File: src/rtl/usp_pkg.sv
package usp_pkg;

  ////////////////////////////////////////////////////////////////////////////
  // timing
  localparam int unsigned                   CLK_MHZ       = 250;
  localparam int unsigned                   OSC_START_US  = 2;
  localparam int unsigned                   OSC_START_CYC = OSC_START_US * CLK_MHZ;
  localparam int unsigned                   OSC_CNT_W     = $clog2(OSC_START_CYC);
  localparam logic [OSC_CNT_W-1:0]          OSC_LAST      = OSC_CNT_W'(OSC_START_CYC - 1);
  localparam longint unsigned               PUMP_IDLE_S   = 30;
  localparam int unsigned                   PUMP_CNT_W    = 33;
  localparam logic [PUMP_CNT_W-1:0]         PUMP_IDLE_CYC =
    PUMP_CNT_W'(PUMP_IDLE_S * 64'(CLK_MHZ) * 64'd1_000_000);

  ////////////////////////////////////////////////////////////////////////////
  // register map
  localparam int unsigned                   ADDR_W      = 8;
  localparam logic [ADDR_W-1:0]             OFF_IER     = 8'h00;
  localparam logic [ADDR_W-1:0]             OFF_ISR     = 8'h04;
  localparam logic [ADDR_W-1:0]             OFF_DIV     = 8'h08;
  localparam logic [ADDR_W-1:0]             OFF_MSR     = 8'h0C;
  localparam logic [ADDR_W-1:0]             OFF_THR     = 8'h10;
  localparam logic [ADDR_W-1:0]             OFF_STAT    = 8'h14;
  localparam logic [ADDR_W-1:0]             OFF_IRQ_ST  = 8'h18;
  localparam logic [ADDR_W-1:0]             OFF_IRQ_CLR = 8'h1C;
  localparam logic [ADDR_W-1:0]             OFF_IRQ_EN  = 8'h20;

  localparam int unsigned                   IER_SLEEP_BIT = 4;
  localparam logic [7:0]                    IER_MASK      = 8'h3F;
  localparam logic [7:0]                    IER_RST       = 8'h00;
  localparam logic [15:0]                   DIV_RST       = 16'h0000;
  localparam logic [3:0]                    ISR_NONE      = 4'h1;

  localparam int unsigned                   EV_WAKE     = 0;
  localparam int unsigned                   EV_PUMP_OFF = 1;
  localparam int unsigned                   EV_PUMP_ON  = 2;
  localparam int unsigned                   EV_PSAVE    = 3;
  localparam int unsigned                   EV_W        = 4;
  localparam logic [EV_W-1:0]               IRQ_EN_RST  = 4'h0;

  localparam logic [1:0]                    RESP_OKAY   = 2'h0;
  localparam logic [1:0]                    RESP_SLVERR = 2'h2;

  ////////////////////////////////////////////////////////////////////////////
  // types
  typedef enum logic [1:0] {MODE_ACTIVE, MODE_SLEEP, MODE_WAKING} usp_mode_t;

  typedef struct packed {
    logic       iso;
    logic       auto_pump_shutdown_pin;
    logic [3:0] modem;
    logic [1:0] rx;
  } usp_pins_t;

  localparam usp_pins_t PIN_RST = '{iso: 1'h0, auto_pump_shutdown_pin: 1'h0, modem: 4'h0, rx: 2'h3};

  typedef struct packed {
    logic              awvalid;
    logic [ADDR_W-1:0] awaddr;
    logic              wvalid;
    logic [31:0]       wdata;
    logic [3:0]        wstrb;
    logic              bready;
    logic              arvalid;
    logic [ADDR_W-1:0] araddr;
    logic              rready;
  } usp_axi_req_t;

  typedef struct packed {
    logic        awready;
    logic        wready;
    logic        bvalid;
    logic [1:0]  bresp;
    logic        arready;
    logic        rvalid;
    logic [31:0] rdata;
    logic [1:0]  rresp;
  } usp_axi_rsp_t;

  localparam usp_axi_rsp_t RSP_RST = '{awready: 1'h1, wready: 1'h1, arready: 1'h1,
                                       default: '0};

endpackage

File: src/rtl/usp_sync3.sv
module usp_sync3 #(
  parameter int unsigned   W       = 1,
  parameter logic [W-1:0]  RST_VAL = '0
) (
  input  wire logic         i_mclk,
  input  wire logic         i_rstn,
  input  wire logic [W-1:0] i_async,
  output logic      [W-1:0] o_stable
);

  typedef struct packed {
    logic [W-1:0] s1;
    logic [W-1:0] s2;
    logic [W-1:0] s3;
    logic [W-1:0] stable;
  } usp_sync_st_t;

  usp_sync_st_t q;
  usp_sync_st_t next_q;

  // a change counts once stages two and three agree
  always_comb begin
    next_q    = q;
    next_q.s1 = i_async;
    next_q.s2 = q.s1;
    next_q.s3 = q.s2;
    for (int i = 0; i < W; i++) begin
      if (q.s2[i] == q.s3[i]) begin
        next_q.stable[i] = q.s3[i];
      end
    end
  end

  always_ff @(posedge i_mclk or negedge i_rstn) begin
    if (!i_rstn) begin
      q <= '{s1: RST_VAL, s2: RST_VAL, s3: RST_VAL, stable: RST_VAL};
    end else begin
      q <= next_q;
    end
  end

  assign o_stable = q.stable;

endmodule

File: src/rtl/usp_power_ctrl.sv
//////////////////////////////////////////////////////////////////////////////
// Operation
// sleep needs enable bit and nothing pending
// sleep needs non-zero baud divisor
// sleep needs clear modem deltas, idle rx
// asleep: crystal oscillator stopped
// wake on start bit, tx write, modem
// wake raises source 0x1, read clears
// re-enter sleep once everything serviced
// host reads modem status after modem wake
// never sleep pending; stay until bit cleared
// awake: pump off after idle timeout
// pump off: drivers tri-stated, bus alive
// pump restarts on rx, tx, modem rise
// host waits pump recovery before transmitting
// asleep with pump pin: pump off immediately
// power-save only asleep; bus blocked
// power-save wakes only on rx, modem
// power-save re-entered automatically until released
// power-save wake interrupt after oscillator ready
// wake edges detected on free-running clock
//
// Chosen here: register access over AXI4-Lite and the register addresses.
module usp_power_ctrl #(
  parameter logic [usp_pkg::PUMP_CNT_W-1:0] P_PUMP_IDLE = usp_pkg::PUMP_IDLE_CYC
) (
  input  wire logic                  i_mclk,
  input  wire logic                  i_rstn,
  input  wire usp_pkg::usp_axi_req_t i_axi,
  output usp_pkg::usp_axi_rsp_t      o_axi,
  input  wire logic [1:0]            i_rx_pin,
  input  wire logic [3:0]            i_modem_pin,
  input  wire logic                  i_auto_pump_shutdown_pin,
  input  wire logic                  i_bus_isolation_pin,
  input  wire logic                  i_tx_active,
  input  wire logic [3:0]            i_core_isr,
  output logic                       o_osc_en,
  output logic                       o_pump_en,
  output logic                       o_driver_oe,
  output logic                       o_bus_isolate,
  output logic                       o_wake_int,
  output logic                       o_irq,
  output logic                       o_tx_wr,
  output logic [7:0]                 o_tx_data
);
  import usp_pkg::*;

  typedef struct packed {
    usp_mode_t               mode;
    logic [OSC_CNT_W-1:0]    osc_cnt;
    logic [PUMP_CNT_W-1:0]   idle_cnt;
    logic                    pump_off;
    logic                    wake_pend;
    logic [7:0]              interrupt_enable_reg;
    logic [15:0]             div;
    logic [3:0]              msr_delta;
    logic [EV_W-1:0]         irq_st;
    logic [EV_W-1:0]         irq_en;
    usp_pins_t               pins_q;
    logic                    aw_held;
    logic [ADDR_W-1:0]       aw_addr;
    logic                    w_held;
    logic [31:0]             w_data;
    logic [3:0]              w_strb;
    usp_axi_rsp_t            rsp;
    logic                    tx_wr;
    logic [7:0]              tx_data;
    logic                    osc_en;
    logic                    pump_en;
    logic                    drv_oe;
    logic                    bus_iso;
    logic                    wake_int;
    logic                    irq;
  } usp_state_t;

  localparam usp_state_t ST_RST = '{mode: MODE_ACTIVE, interrupt_enable_reg: IER_RST, div: DIV_RST,
                                    irq_en: IRQ_EN_RST, pins_q: PIN_RST, rsp: RSP_RST,
                                    osc_en: 1'h1, pump_en: 1'h1, drv_oe: 1'h1,
                                    default: '0};

  usp_state_t      q;
  usp_state_t      next_q;
  usp_pins_t       pins;
  logic [1:0]      rx_fall;
  logic [1:0]      rx_rise;
  logic [3:0]      mod_chg;
  logic [3:0]      mod_rise;
  logic            wr_go;
  logic            wr_ok;
  logic            wr_hit;
  logic            thr_wr;
  logic            rd_go;
  logic            rd_ok;
  logic            rd_isr;
  logic            rd_msr;
  logic [EV_W-1:0] irq_clr;
  logic [EV_W-1:0] ev;
  logic [3:0]      isr_code;
  logic            pend;
  logic            sleep_ok;
  logic            wake_now;
  logic            pump_wake;
  logic [31:0]     rd_data;
  logic [1:0]      rd_resp;

  //////////////////////////////////////////////////////////////////////////////
  // pin synchronisers
  usp_sync3 #(
    .W       ($bits(usp_pins_t)),
    .RST_VAL (PIN_RST)
  ) u_pin_sync (
    .i_mclk   (i_mclk),
    .i_rstn   (i_rstn),
    .i_async  ({i_bus_isolation_pin, i_auto_pump_shutdown_pin, i_modem_pin, i_rx_pin}),
    .o_stable (pins)
  );

  // edges on running clock
  assign rx_fall  = q.pins_q.rx & ~pins.rx;
  assign rx_rise  = ~q.pins_q.rx & pins.rx;
  assign mod_chg  = q.pins_q.modem ^ pins.modem;
  assign mod_rise = ~q.pins_q.modem & pins.modem;

  //////////////////////////////////////////////////////////////////////////////
  // bus decode
  // isolated bus has no effect
  assign wr_go   = q.aw_held && q.w_held && !q.rsp.bvalid;
  assign wr_ok   = wr_go && !q.bus_iso;
  assign wr_hit  = q.aw_addr inside {OFF_IER, OFF_ISR, OFF_DIV, OFF_MSR, OFF_THR,
                                     OFF_STAT, OFF_IRQ_ST, OFF_IRQ_CLR, OFF_IRQ_EN};
  // blocked tx write cannot wake
  assign thr_wr  = wr_ok && (q.aw_addr == OFF_THR) && q.w_strb[0];
  assign irq_clr = (wr_ok && (q.aw_addr == OFF_IRQ_CLR) && q.w_strb[0]) ?
                   q.w_data[EV_W-1:0] : '0;
  assign rd_go   = i_axi.arvalid && q.rsp.arready;
  assign rd_ok   = rd_go && !q.bus_iso;
  assign rd_isr  = rd_ok && (i_axi.araddr == OFF_ISR) && i_core_isr[0];
  assign rd_msr  = rd_ok && (i_axi.araddr == OFF_MSR);

  // wake shows as source 0x1
  assign isr_code = i_core_isr[0] ? ISR_NONE : i_core_isr;

  always_comb begin
    rd_data = '0;
    rd_resp = RESP_OKAY;
    case (i_axi.araddr)
      OFF_IER:     rd_data[7:0]      = q.interrupt_enable_reg;
      OFF_ISR:     rd_data[3:0]      = isr_code;
      OFF_DIV:     rd_data[15:0]     = q.div;
      OFF_MSR:     rd_data[7:0]      = {pins.modem, q.msr_delta};
      OFF_STAT:    rd_data[3:0]      = {q.bus_iso, q.pump_off, q.mode == MODE_SLEEP,
                                        q.osc_en};
      OFF_IRQ_ST:  rd_data[EV_W-1:0] = q.irq_st;
      OFF_IRQ_EN:  rd_data[EV_W-1:0] = q.irq_en;
      OFF_THR,
      OFF_IRQ_CLR: rd_data           = '0;
      default:     rd_resp           = RESP_SLVERR;
    endcase
    if (q.bus_iso) begin
      rd_data = '0;
      rd_resp = RESP_SLVERR;
    end
  end

  //////////////////////////////////////////////////////////////////////////////
  // sleep and wake conditions
  // a pending interrupt blocks sleep
  assign pend     = q.wake_pend || !i_core_isr[0];
  // enable bit and no pending source
  // divisor must be non-zero
  // deltas clear and rx idle
  // automatic re-entry when clear
  assign sleep_ok = q.interrupt_enable_reg[IER_SLEEP_BIT] && !pend && (q.div != DIV_RST) &&
                    (q.msr_delta == 4'h0) && (&pins.rx);
  // start bit, tx write, modem change
  assign wake_now = !q.interrupt_enable_reg[IER_SLEEP_BIT] || (|rx_fall) || (|mod_chg) || thr_wr;
  // pump restart events
  assign pump_wake = (|rx_rise) || (|mod_rise) || thr_wr;

  //////////////////////////////////////////////////////////////////////////////
  // next state
  always_comb begin
    next_q        = q;
    ev            = '0;
    next_q.pins_q = pins;

    // axi write channels
    if (i_axi.awvalid && q.rsp.awready) begin
      next_q.aw_held = 1'h1;
      next_q.aw_addr = i_axi.awaddr;
    end
    if (i_axi.wvalid && q.rsp.wready) begin
      next_q.w_held = 1'h1;
      next_q.w_data = i_axi.wdata;
      next_q.w_strb = i_axi.wstrb;
    end
    if (q.rsp.bvalid && i_axi.bready) next_q.rsp.bvalid = 1'h0;
    if (wr_go) begin
      next_q.aw_held   = 1'h0;
      next_q.w_held    = 1'h0;
      next_q.rsp.bvalid = 1'h1;
      next_q.rsp.bresp  = (wr_hit && !q.bus_iso) ? RESP_OKAY : RESP_SLVERR;
    end
    next_q.rsp.awready = !next_q.aw_held && !next_q.rsp.bvalid;
    next_q.rsp.wready  = !next_q.w_held && !next_q.rsp.bvalid;

    // axi read channels
    if (q.rsp.rvalid && i_axi.rready) next_q.rsp.rvalid = 1'h0;
    if (rd_go) begin
      next_q.rsp.rvalid = 1'h1;
      next_q.rsp.rdata  = rd_data;
      next_q.rsp.rresp  = rd_resp;
    end
    next_q.rsp.arready = !next_q.rsp.rvalid;

    // register writes
    next_q.tx_wr = thr_wr;
    if (thr_wr) next_q.tx_data = q.w_data[7:0];
    if (wr_ok) begin
      case (q.aw_addr)
        OFF_IER:    if (q.w_strb[0]) next_q.interrupt_enable_reg = q.w_data[7:0] & IER_MASK;
        OFF_DIV: begin
          if (q.w_strb[0]) next_q.div[7:0] = q.w_data[7:0];
          if (q.w_strb[1]) next_q.div[15:8] = q.w_data[15:8];
        end
        OFF_IRQ_EN: if (q.w_strb[0]) next_q.irq_en = q.w_data[EV_W-1:0];
        default:    ;
      endcase
    end

    // modem deltas: read clears, a new change wins
    if (rd_msr) next_q.msr_delta = 4'h0;
    next_q.msr_delta = next_q.msr_delta | mod_chg;

    // isr read clears wake, set wins
    if (rd_isr) next_q.wake_pend = 1'h0;

    // power mode machine
    unique case (q.mode)
      MODE_ACTIVE: if (sleep_ok) next_q.mode = MODE_SLEEP;
      MODE_SLEEP: begin
        // stay asleep until bit cleared or a start bit, tx write or modem change
        if (wake_now) begin
          next_q.mode    = MODE_WAKING;
          next_q.osc_cnt = '0;
        end
      end
      MODE_WAKING: begin
        // interrupt once oscillator ready
        if (q.osc_cnt == OSC_LAST) begin
          next_q.mode = MODE_ACTIVE;
          if (q.interrupt_enable_reg[IER_SLEEP_BIT]) begin
            next_q.wake_pend = 1'h1;
            ev[EV_WAKE]      = 1'h1;
          end
        end else begin
          next_q.osc_cnt = q.osc_cnt + OSC_CNT_W'(1);
        end
      end
    endcase

    // isolate only while asleep
    // isolation follows sleep re-entry
    next_q.bus_iso = (next_q.mode == MODE_SLEEP) && pins.iso && next_q.interrupt_enable_reg[IER_SLEEP_BIT];
    if (next_q.bus_iso && !q.bus_iso) ev[EV_PSAVE] = 1'h1;

    // charge pump control
    if (!pins.auto_pump_shutdown_pin) begin
      next_q.pump_off = 1'h0;
      next_q.idle_cnt = '0;
    end else if (q.pump_off) begin
      // restart on rx, tx, modem rise
      if (pump_wake) begin
        next_q.pump_off = 1'h0;
        next_q.idle_cnt = '0;
      end
    end else if (q.mode == MODE_SLEEP) begin
      // asleep: immediate shutdown
      next_q.pump_off = 1'h1;
    end else if (i_tx_active || (|mod_chg)) begin
      next_q.idle_cnt = '0;
    end else if (q.idle_cnt >= P_PUMP_IDLE - PUMP_CNT_W'(1)) begin
      // idle timeout shutdown
      next_q.pump_off = 1'h1;
      next_q.idle_cnt = '0;
    end else begin
      next_q.idle_cnt = q.idle_cnt + PUMP_CNT_W'(1);
    end
    if (next_q.pump_off && !q.pump_off) ev[EV_PUMP_OFF] = 1'h1;
    if (!next_q.pump_off && q.pump_off) ev[EV_PUMP_ON] = 1'h1;

    // sticky events, set wins over clear
    next_q.irq_st = (q.irq_st & ~irq_clr) | ev;
    next_q.irq    = |(next_q.irq_st & next_q.irq_en);

    // oscillator off while asleep
    next_q.osc_en   = next_q.mode != MODE_SLEEP;
    next_q.pump_en  = !next_q.pump_off;
    // drivers released with pump off
    next_q.drv_oe   = !next_q.pump_off;
    // wake visible with no other enable
    next_q.wake_int = next_q.wake_pend && (next_q.interrupt_enable_reg[3:0] == 4'h0);
  end

  always_ff @(posedge i_mclk or negedge i_rstn) begin
    if (!i_rstn) begin
      q <= ST_RST;
    end else begin
      q <= next_q;
    end
  end

  //////////////////////////////////////////////////////////////////////////////
  // outputs
  assign o_axi         = q.rsp;
  assign o_osc_en      = q.osc_en;
  assign o_pump_en     = q.pump_en;
  assign o_driver_oe   = q.drv_oe;
  assign o_bus_isolate = q.bus_iso;
  assign o_wake_int    = q.wake_int;
  assign o_irq         = q.irq;
  assign o_tx_wr       = q.tx_wr;
  assign o_tx_data     = q.tx_data;
endmodule

File: config.mk
export PLATFORM = sky130hd
export DESIGN_NAME = usp_power_ctrl
export DESIGN_NICKNAME = d
export VERILOG_FILES = /design/src/rtl/usp_pkg.sv /design/src/rtl/usp_sync3.sv /design/src/rtl/usp_power_ctrl.sv
export SDC_FILE = /design/constraint.sdc
export NUM_CORES = 1
export LEC_CHECK = 0
export BUFFER_PORTS_ARGS = -buffer_cell sky130_fd_sc_hd__buf_4
export CORE_UTILIZATION = 40
export DETAILED_ROUTE_END_ITERATION = 6
export PLACE_DENSITY = 0.56
export SLEW_MARGIN = 20
export SYNTH_ARGS = -nofsm -noshare
export SYNTH_HDL_FRONTEND = slang
export SYNTH_HIERARCHICAL = 1
export SYNTH_SLANG_ARGS = --single-unit
File: constraint.sdc
create_clock -name i_mclk -period 2.7 [get_ports i_mclk]
set_input_delay 0.135 -clock i_mclk [delete_from_list [all_inputs] [get_ports i_mclk]]
set_output_delay 0.135 -clock i_mclk [all_outputs]
set_load 0.02 [all_outputs]
== Word level (Yosys, flattened, before mapping) ==
Cells that the tools add are included.
W data, S select, Z words.
Cells by class
  add/subtract/negate cells: 2
  magnitude comparators: 1
  equality and inequality tests: 33
  mux-type cells: 52
  bitwise gates (word level): 12
  reductions and logical operators: 67
Operator list (number)
  $mux W34: 3
  $mux W33: 3
  $eq A8 B5 Y1 const B: 8
  $mux W37: 1
  $mux W35: 1
  $add A33 B1 Y33 const B: 1
  $ge A33 B33 Y1 const B: 1
  $eq A8 B4 Y1 const B: 4
  $mux W16: 2
  $logic_and A1 B1 Y1: 29
  $pmux W4 S7: 1
  $mux W4: 6
  $mux W8: 3
  $mux W21: 1
  $mux W9: 2
  $pmux W9 S2: 1
  $mux W1: 17
  $eq A8 B3 Y1 const B: 2
  $eq A8 B6 Y1 const B: 2
  $logic_not A8 Y1: 2
  $reduce_bool A16 Y1: 1
  $and A4 B4 Y4: 3
  $pmux W4 S3: 1
  $reduce_and A3 Y1: 4
  other kinds (28): 68
Word-level totals
  register bits: 219
  output and inout port bits: 56

== Logic depth before layout (Yosys ltp) ==
  depth after elaboration: 17
  gate-level depth with buffers: 9
  mapped depth without buffers: 8

== By module ==
Netlist, hierarchy kept.
Modules (own cells, without submodules)
  usp_power_ctrl: instances 1, cells an instance 694, area each 7474.7 sq um, sequential area each 3787.4 sq um
  usp_sync3: instances 1, cells an instance 48, area each 960.9 sq um, sequential area each 810.8 sq um

== Worst setup path before layout ==
OpenSTA, ideal clock, no wires.
  path type: flip-flop to flip-flop
  from: register u_pin_sync.q (netlist bit u_pin_sync/o_stable[2])
  to: register q[188] (netlist name)
  library setup time: 0.131 ns
  arrival: 2.183 ns
  data required time: 2.569 ns
  path slack: 0.386 ns
  cell stages (with the launch flop): 9
  buffers on the path: 1
  path through: dfrtp_1 buf_4 ha_1 nand4_1 a2111o_1 o311ai_0 nor3_1 xnor2_1 nor2_1
On the way
  longest elaborated chain between the ends: 6
Ends and longest elaborated chain
  from (decl): RTL line usp_sync3.sv:18  | usp_sync_st_t q;
  from (signal assigned): RTL line usp_sync3.sv:36  | q <= '{s1: RST_VAL, s2: RST_VAL, s3: RST_VAL, stable: RST_VAL};
  from (signal assigned): RTL line usp_sync3.sv:38  | q <= next_q;
  $xor A4 B4 Y4: RTL line usp_power_ctrl.sv:121  | assign mod_chg = q.pins_q.modem ^ pins.modem;
  $reduce_or A4 Y1: RTL line usp_power_ctrl.sv:176  | assign wake_now = !q.interrupt_enable_reg[IER_SLEEP_BIT] || (|rx_fall) || (|mod_chg) || thr_wr;
  $logic_or A1 B1 Y1 (2 in a row): RTL line usp_power_ctrl.sv:176
  $ne A2 B2 Y1 (no line)
  $reduce_and A3 Y1 (no line)
  to (signal assigned): RTL line usp_power_ctrl.sv:309  | q <= next_q;
  to (decl): RTL line usp_power_ctrl.sv:81  | usp_state_t q;
No other way between the ends.
A chain may end at the register's enable or synchronous reset.

==> results.py <==
metrics = {
    "sta": {
        "fin_crit_sh_pct": 91.6,
        "setup_violations": 0,
        "slew_violations": 0,
        "slew-limit-headroom_pct": 44.8,
        "tns_ns": 0,
        "finalCriticalPeriod_ns": 2.47,
        "rsz0062_at_grt": "false",
        "finClkSkew_ns": 0.0145,
        "hold_violations": 0,
        "tightest_slew_ns": 0.826,
        "fmax_mhz": 404,
    },
    "global_routing": {
        "grt_pass1_wl_um": 31400,
        "grt_overflow": 0,
        "track_usage_pct": 18.6,
        "grt_max_degree": 85,
        "first_global_vias": 6078,
        "antenna_found_initial": 0,
    },
    "synthesis": {
        "yosysSeqAreaShare_pct": 54.5,
        "syn_area_per_cell_um2": 11.4,
        "synthFlopType": "dfrtp_1",
        "synth.top_cell.area_share_pct": 49.8,
        "ys_types": 77,
        "synth_edf_count": 0,
        "synth_area_leader_cell": "dfrtp_1",
        "synthCells": 742,
        "yosys-top-cells-area": "dfrtp_1, mux2_2, buf_4",
        "yosysMostFrequentCell": "dfrtp_1",
        "synth_async_sr_flop_share_pct": 100,
        "netlist_area_um2": 8440,
        "synth_commonest_cells": "dfrtp_1, buf_4, mux2_2, nor2_1, inv_1",
        "ys.warnings.count": 6,
        "yosys_register_bits": 183,
    },
    "setup_path": {
        "end_kind": "flip-flop",
        "r2r_start": "u_pin_sync/o_stable[3]$_DFFE_PN0N_",
        "crit_type": "flip-flop to flip-flop",
        "cp.required_ns": 3.03,
        "arrival_ns": 2.80,
        "cp-start-kind": "flip-flop",
        "cp_max_fo": 6,
        "timing.rr.end": "o_irq$_DFF_PN0_",
        "reg2reg_depth": 7,
        "reg2reg_setup_slack_ns": 0.23,
    },
    "final_layout": {
        "areaGrowthSynthToFinish_pct": 19.9,
        "fin_nets": 928,
        "diodes": 0,
        "final.fill_count": 1882,
        "final_cells": 1131,
        "design_area_um2": 10100,
        "drive_above_1_share_pct": 27.1,
    },
    "min_path": {
        "min_path_cells": 3,
        "hold_path_class": "input port to flip-flop",
        "whs_endpoint": "o_axi[1]$_DFFE_PN0P_",
        "hp-start": "i_axi[4]",
    },
    "die": {
        "die_area_um2": 21700,
        "initial_core_util_pct": 41.3,
        "die_w_um": 147,
        "placementRows": 52,
        "ioPinCount": 128,
        "die_y_um": 147,
        "coreArea_um2": 20400,
    },
    "route": {
        "ant_nets": 0,
        "wl_per_cell_um": 16.8,
        "via_count": 5873,
        "drt_first_pass_iters": 4,
        "route.detailed.drc": 0,
        "drt-total-wl_um": 19000,
        "viasPerCell": 5.19,
        "drtIter0Drc": 319,
    },
    "placed_design": {
        "gp_congestion": 0.872,
        "placed_cells": 1059,
        "dpl.hpwl_um": 13800,
        "io_buffers": 91,
        "postPlaceCellArea_um2": 9150,
    },
    "power": {
        "p_leak_uw": 0.00455,
        "p_per_area_nw_per_um2": 670,
        "peakVddDrop_mv": 0.407,
    },
    "clock_network": {
        "clockBufferDepth": 2,
        "cts_buffers": 17,
        "postCtsSetupRepairBufs": 0,
        "cts_tree": "yes",
        "root_buffer": "clkbuf_16",
        "clk_pin_slew_ns": 0.07,
        "cts_sinks": 183,
        "clock_latency_ns": 0.42,
        "h-tree-depth": 4,
    },
    "outcome": {
        "status": "complete, no violations",
    },
    "job": {
        "drv_cap": 0,
    },
}
## worst max-delay path by stage
stage / slack (ns) / from / to
finish: 0.23 / u_pin_sync/o_stable[3]$_DFFE_PN0N_ / o_irq$_DFF_PN0_
global placement: 0.26 / u_pin_sync/o_stable[3]$_DFFE_PN0N_ / o_irq$_DFF_PN0_
global route: 0.03 / u_pin_sync/o_stable[4]$_DFFE_PN0N_ / o_irq$_DFF_PN0_
floorplan: 0.39 / u_pin_sync/o_stable[2]$_DFFE_PN0N_ / q[188]$_DFFE_PN0P_
CTS: 0.19 / u_pin_sync/o_stable[3]$_DFFE_PN0N_ / o_irq$_DFF_PN0_
detailed placement: 0.22 / q[96]$_DFFE_PN0P_ / q[178]$_DFFE_PN0P_
## kinds of logic after synthesis
kind of cell	synth area share [%]
muxes	7.58
xor gates and xnor gates	2.60
other	0.0445
and+or+nand+nor	13.9
buffers and inverters	8.10
AOI/OAI and AO/OA	11.0
DFF	54.5
adders and majority gates	2.25
## final cells by class
cell class | instances | area [um^2] | area share [%]
multi-input combinational | 457 | 3240 | 32.0
clock buffer | 22 | 474 | 4.69
timing repair buffer | 148 | 1240 | 12.3
sequential | 183 | 4600 | 45.5
tap | 270 | 338 | 3.34
clock inverter | 10 | 72.6 | 0.718
inverter | 41 | 154 | 1.52
## cells in the final DEF, fill, tap and decap left out, types with 6 or more instances in the layout
master	count
a22o_1	17
dlygate4sd3_1	40
nand4_1	13
inv_1	40
maj3_2	8
a21oi_1	16
nor4b_1	6
dfrtp_1	168
buf_4	105
ha_1	8
nor3_1	18
nand2b_1	6
xnor2_1	23
nor2_1	54
o21ai_0	25
conb_1	18
dfstp_2	15
nand3_1	17
nor4_1	12
a22oi_1	7
nor2b_1	12
nand2_1	39
clkbuf_16	17
mux2_2	55
## metal layers
layer	vias up	GRT usage (%)	routed length, um
li1	2792	-	-
met1	2920	25.1	8770
met2	141	30.2	9270
met3	20	3.60	686
met4	0	5.46	281
met5	-	0	0
## power breakdown
| part | total, uW | leakage (uW) | switching (uW) | internal [uW] |
|---|---|---|---|---|
| registers | 3410 | 0.00233 | 294 | 3120 |
| clock network | 2310 | 0.000263 | 1050 | 1260 |
| logic | 1050 | 0.00196 | 511 | 540 |
| total | 6770 | 0.00455 | 1860 | 4910 |
## metrics by stage
stage	util, %	total power, uW	worst slack [ns]	hold WS [ns]
after global placement	44.8	4420	0.259	0.245
after global routing	49.5	7110	0.0282	0.121
after floorplan	-	4100	0.386	-0.161
after CTS	49.4	6870	0.188	0.104
after detailed placement	44.8	4470	0.219	0.245
final	49.5	6770	0.226	0.125
## state kept, by name, summed over array words and instances, names as in the netlist
signal	count
u_pin_sync/o_stable	8
o_osc_en	1
o_tx_wr	1
u_pin_sync/next_q	16
o_bus_isolate	1
o_tx_data	8
o_irq	1
o_axi	23
o_wake_int	1
u_pin_sync/q	8
q	114
o_driver_oe	1
## critical path, stage by stage (launching register included)
cell      delay [ns]
dfrtp_1         0.45
ha_1            0.32
nand4_1         0.17
a2111o_1        0.52
o311a_1         0.32
o22ai_1         0.23
nand4_1         0.16
o221ai_1        0.22
## what timing repair did
| item | in CTS | in global routing |
|---|---|---|
| endpoints found under the setup margin | 0 | 12 |
| endpoints found under the hold margin | 112 | 0 |
| hold buffers | 40 | 0 |
| resized for setup | 0 | 2 |
(Power assumes the default switching activity.)
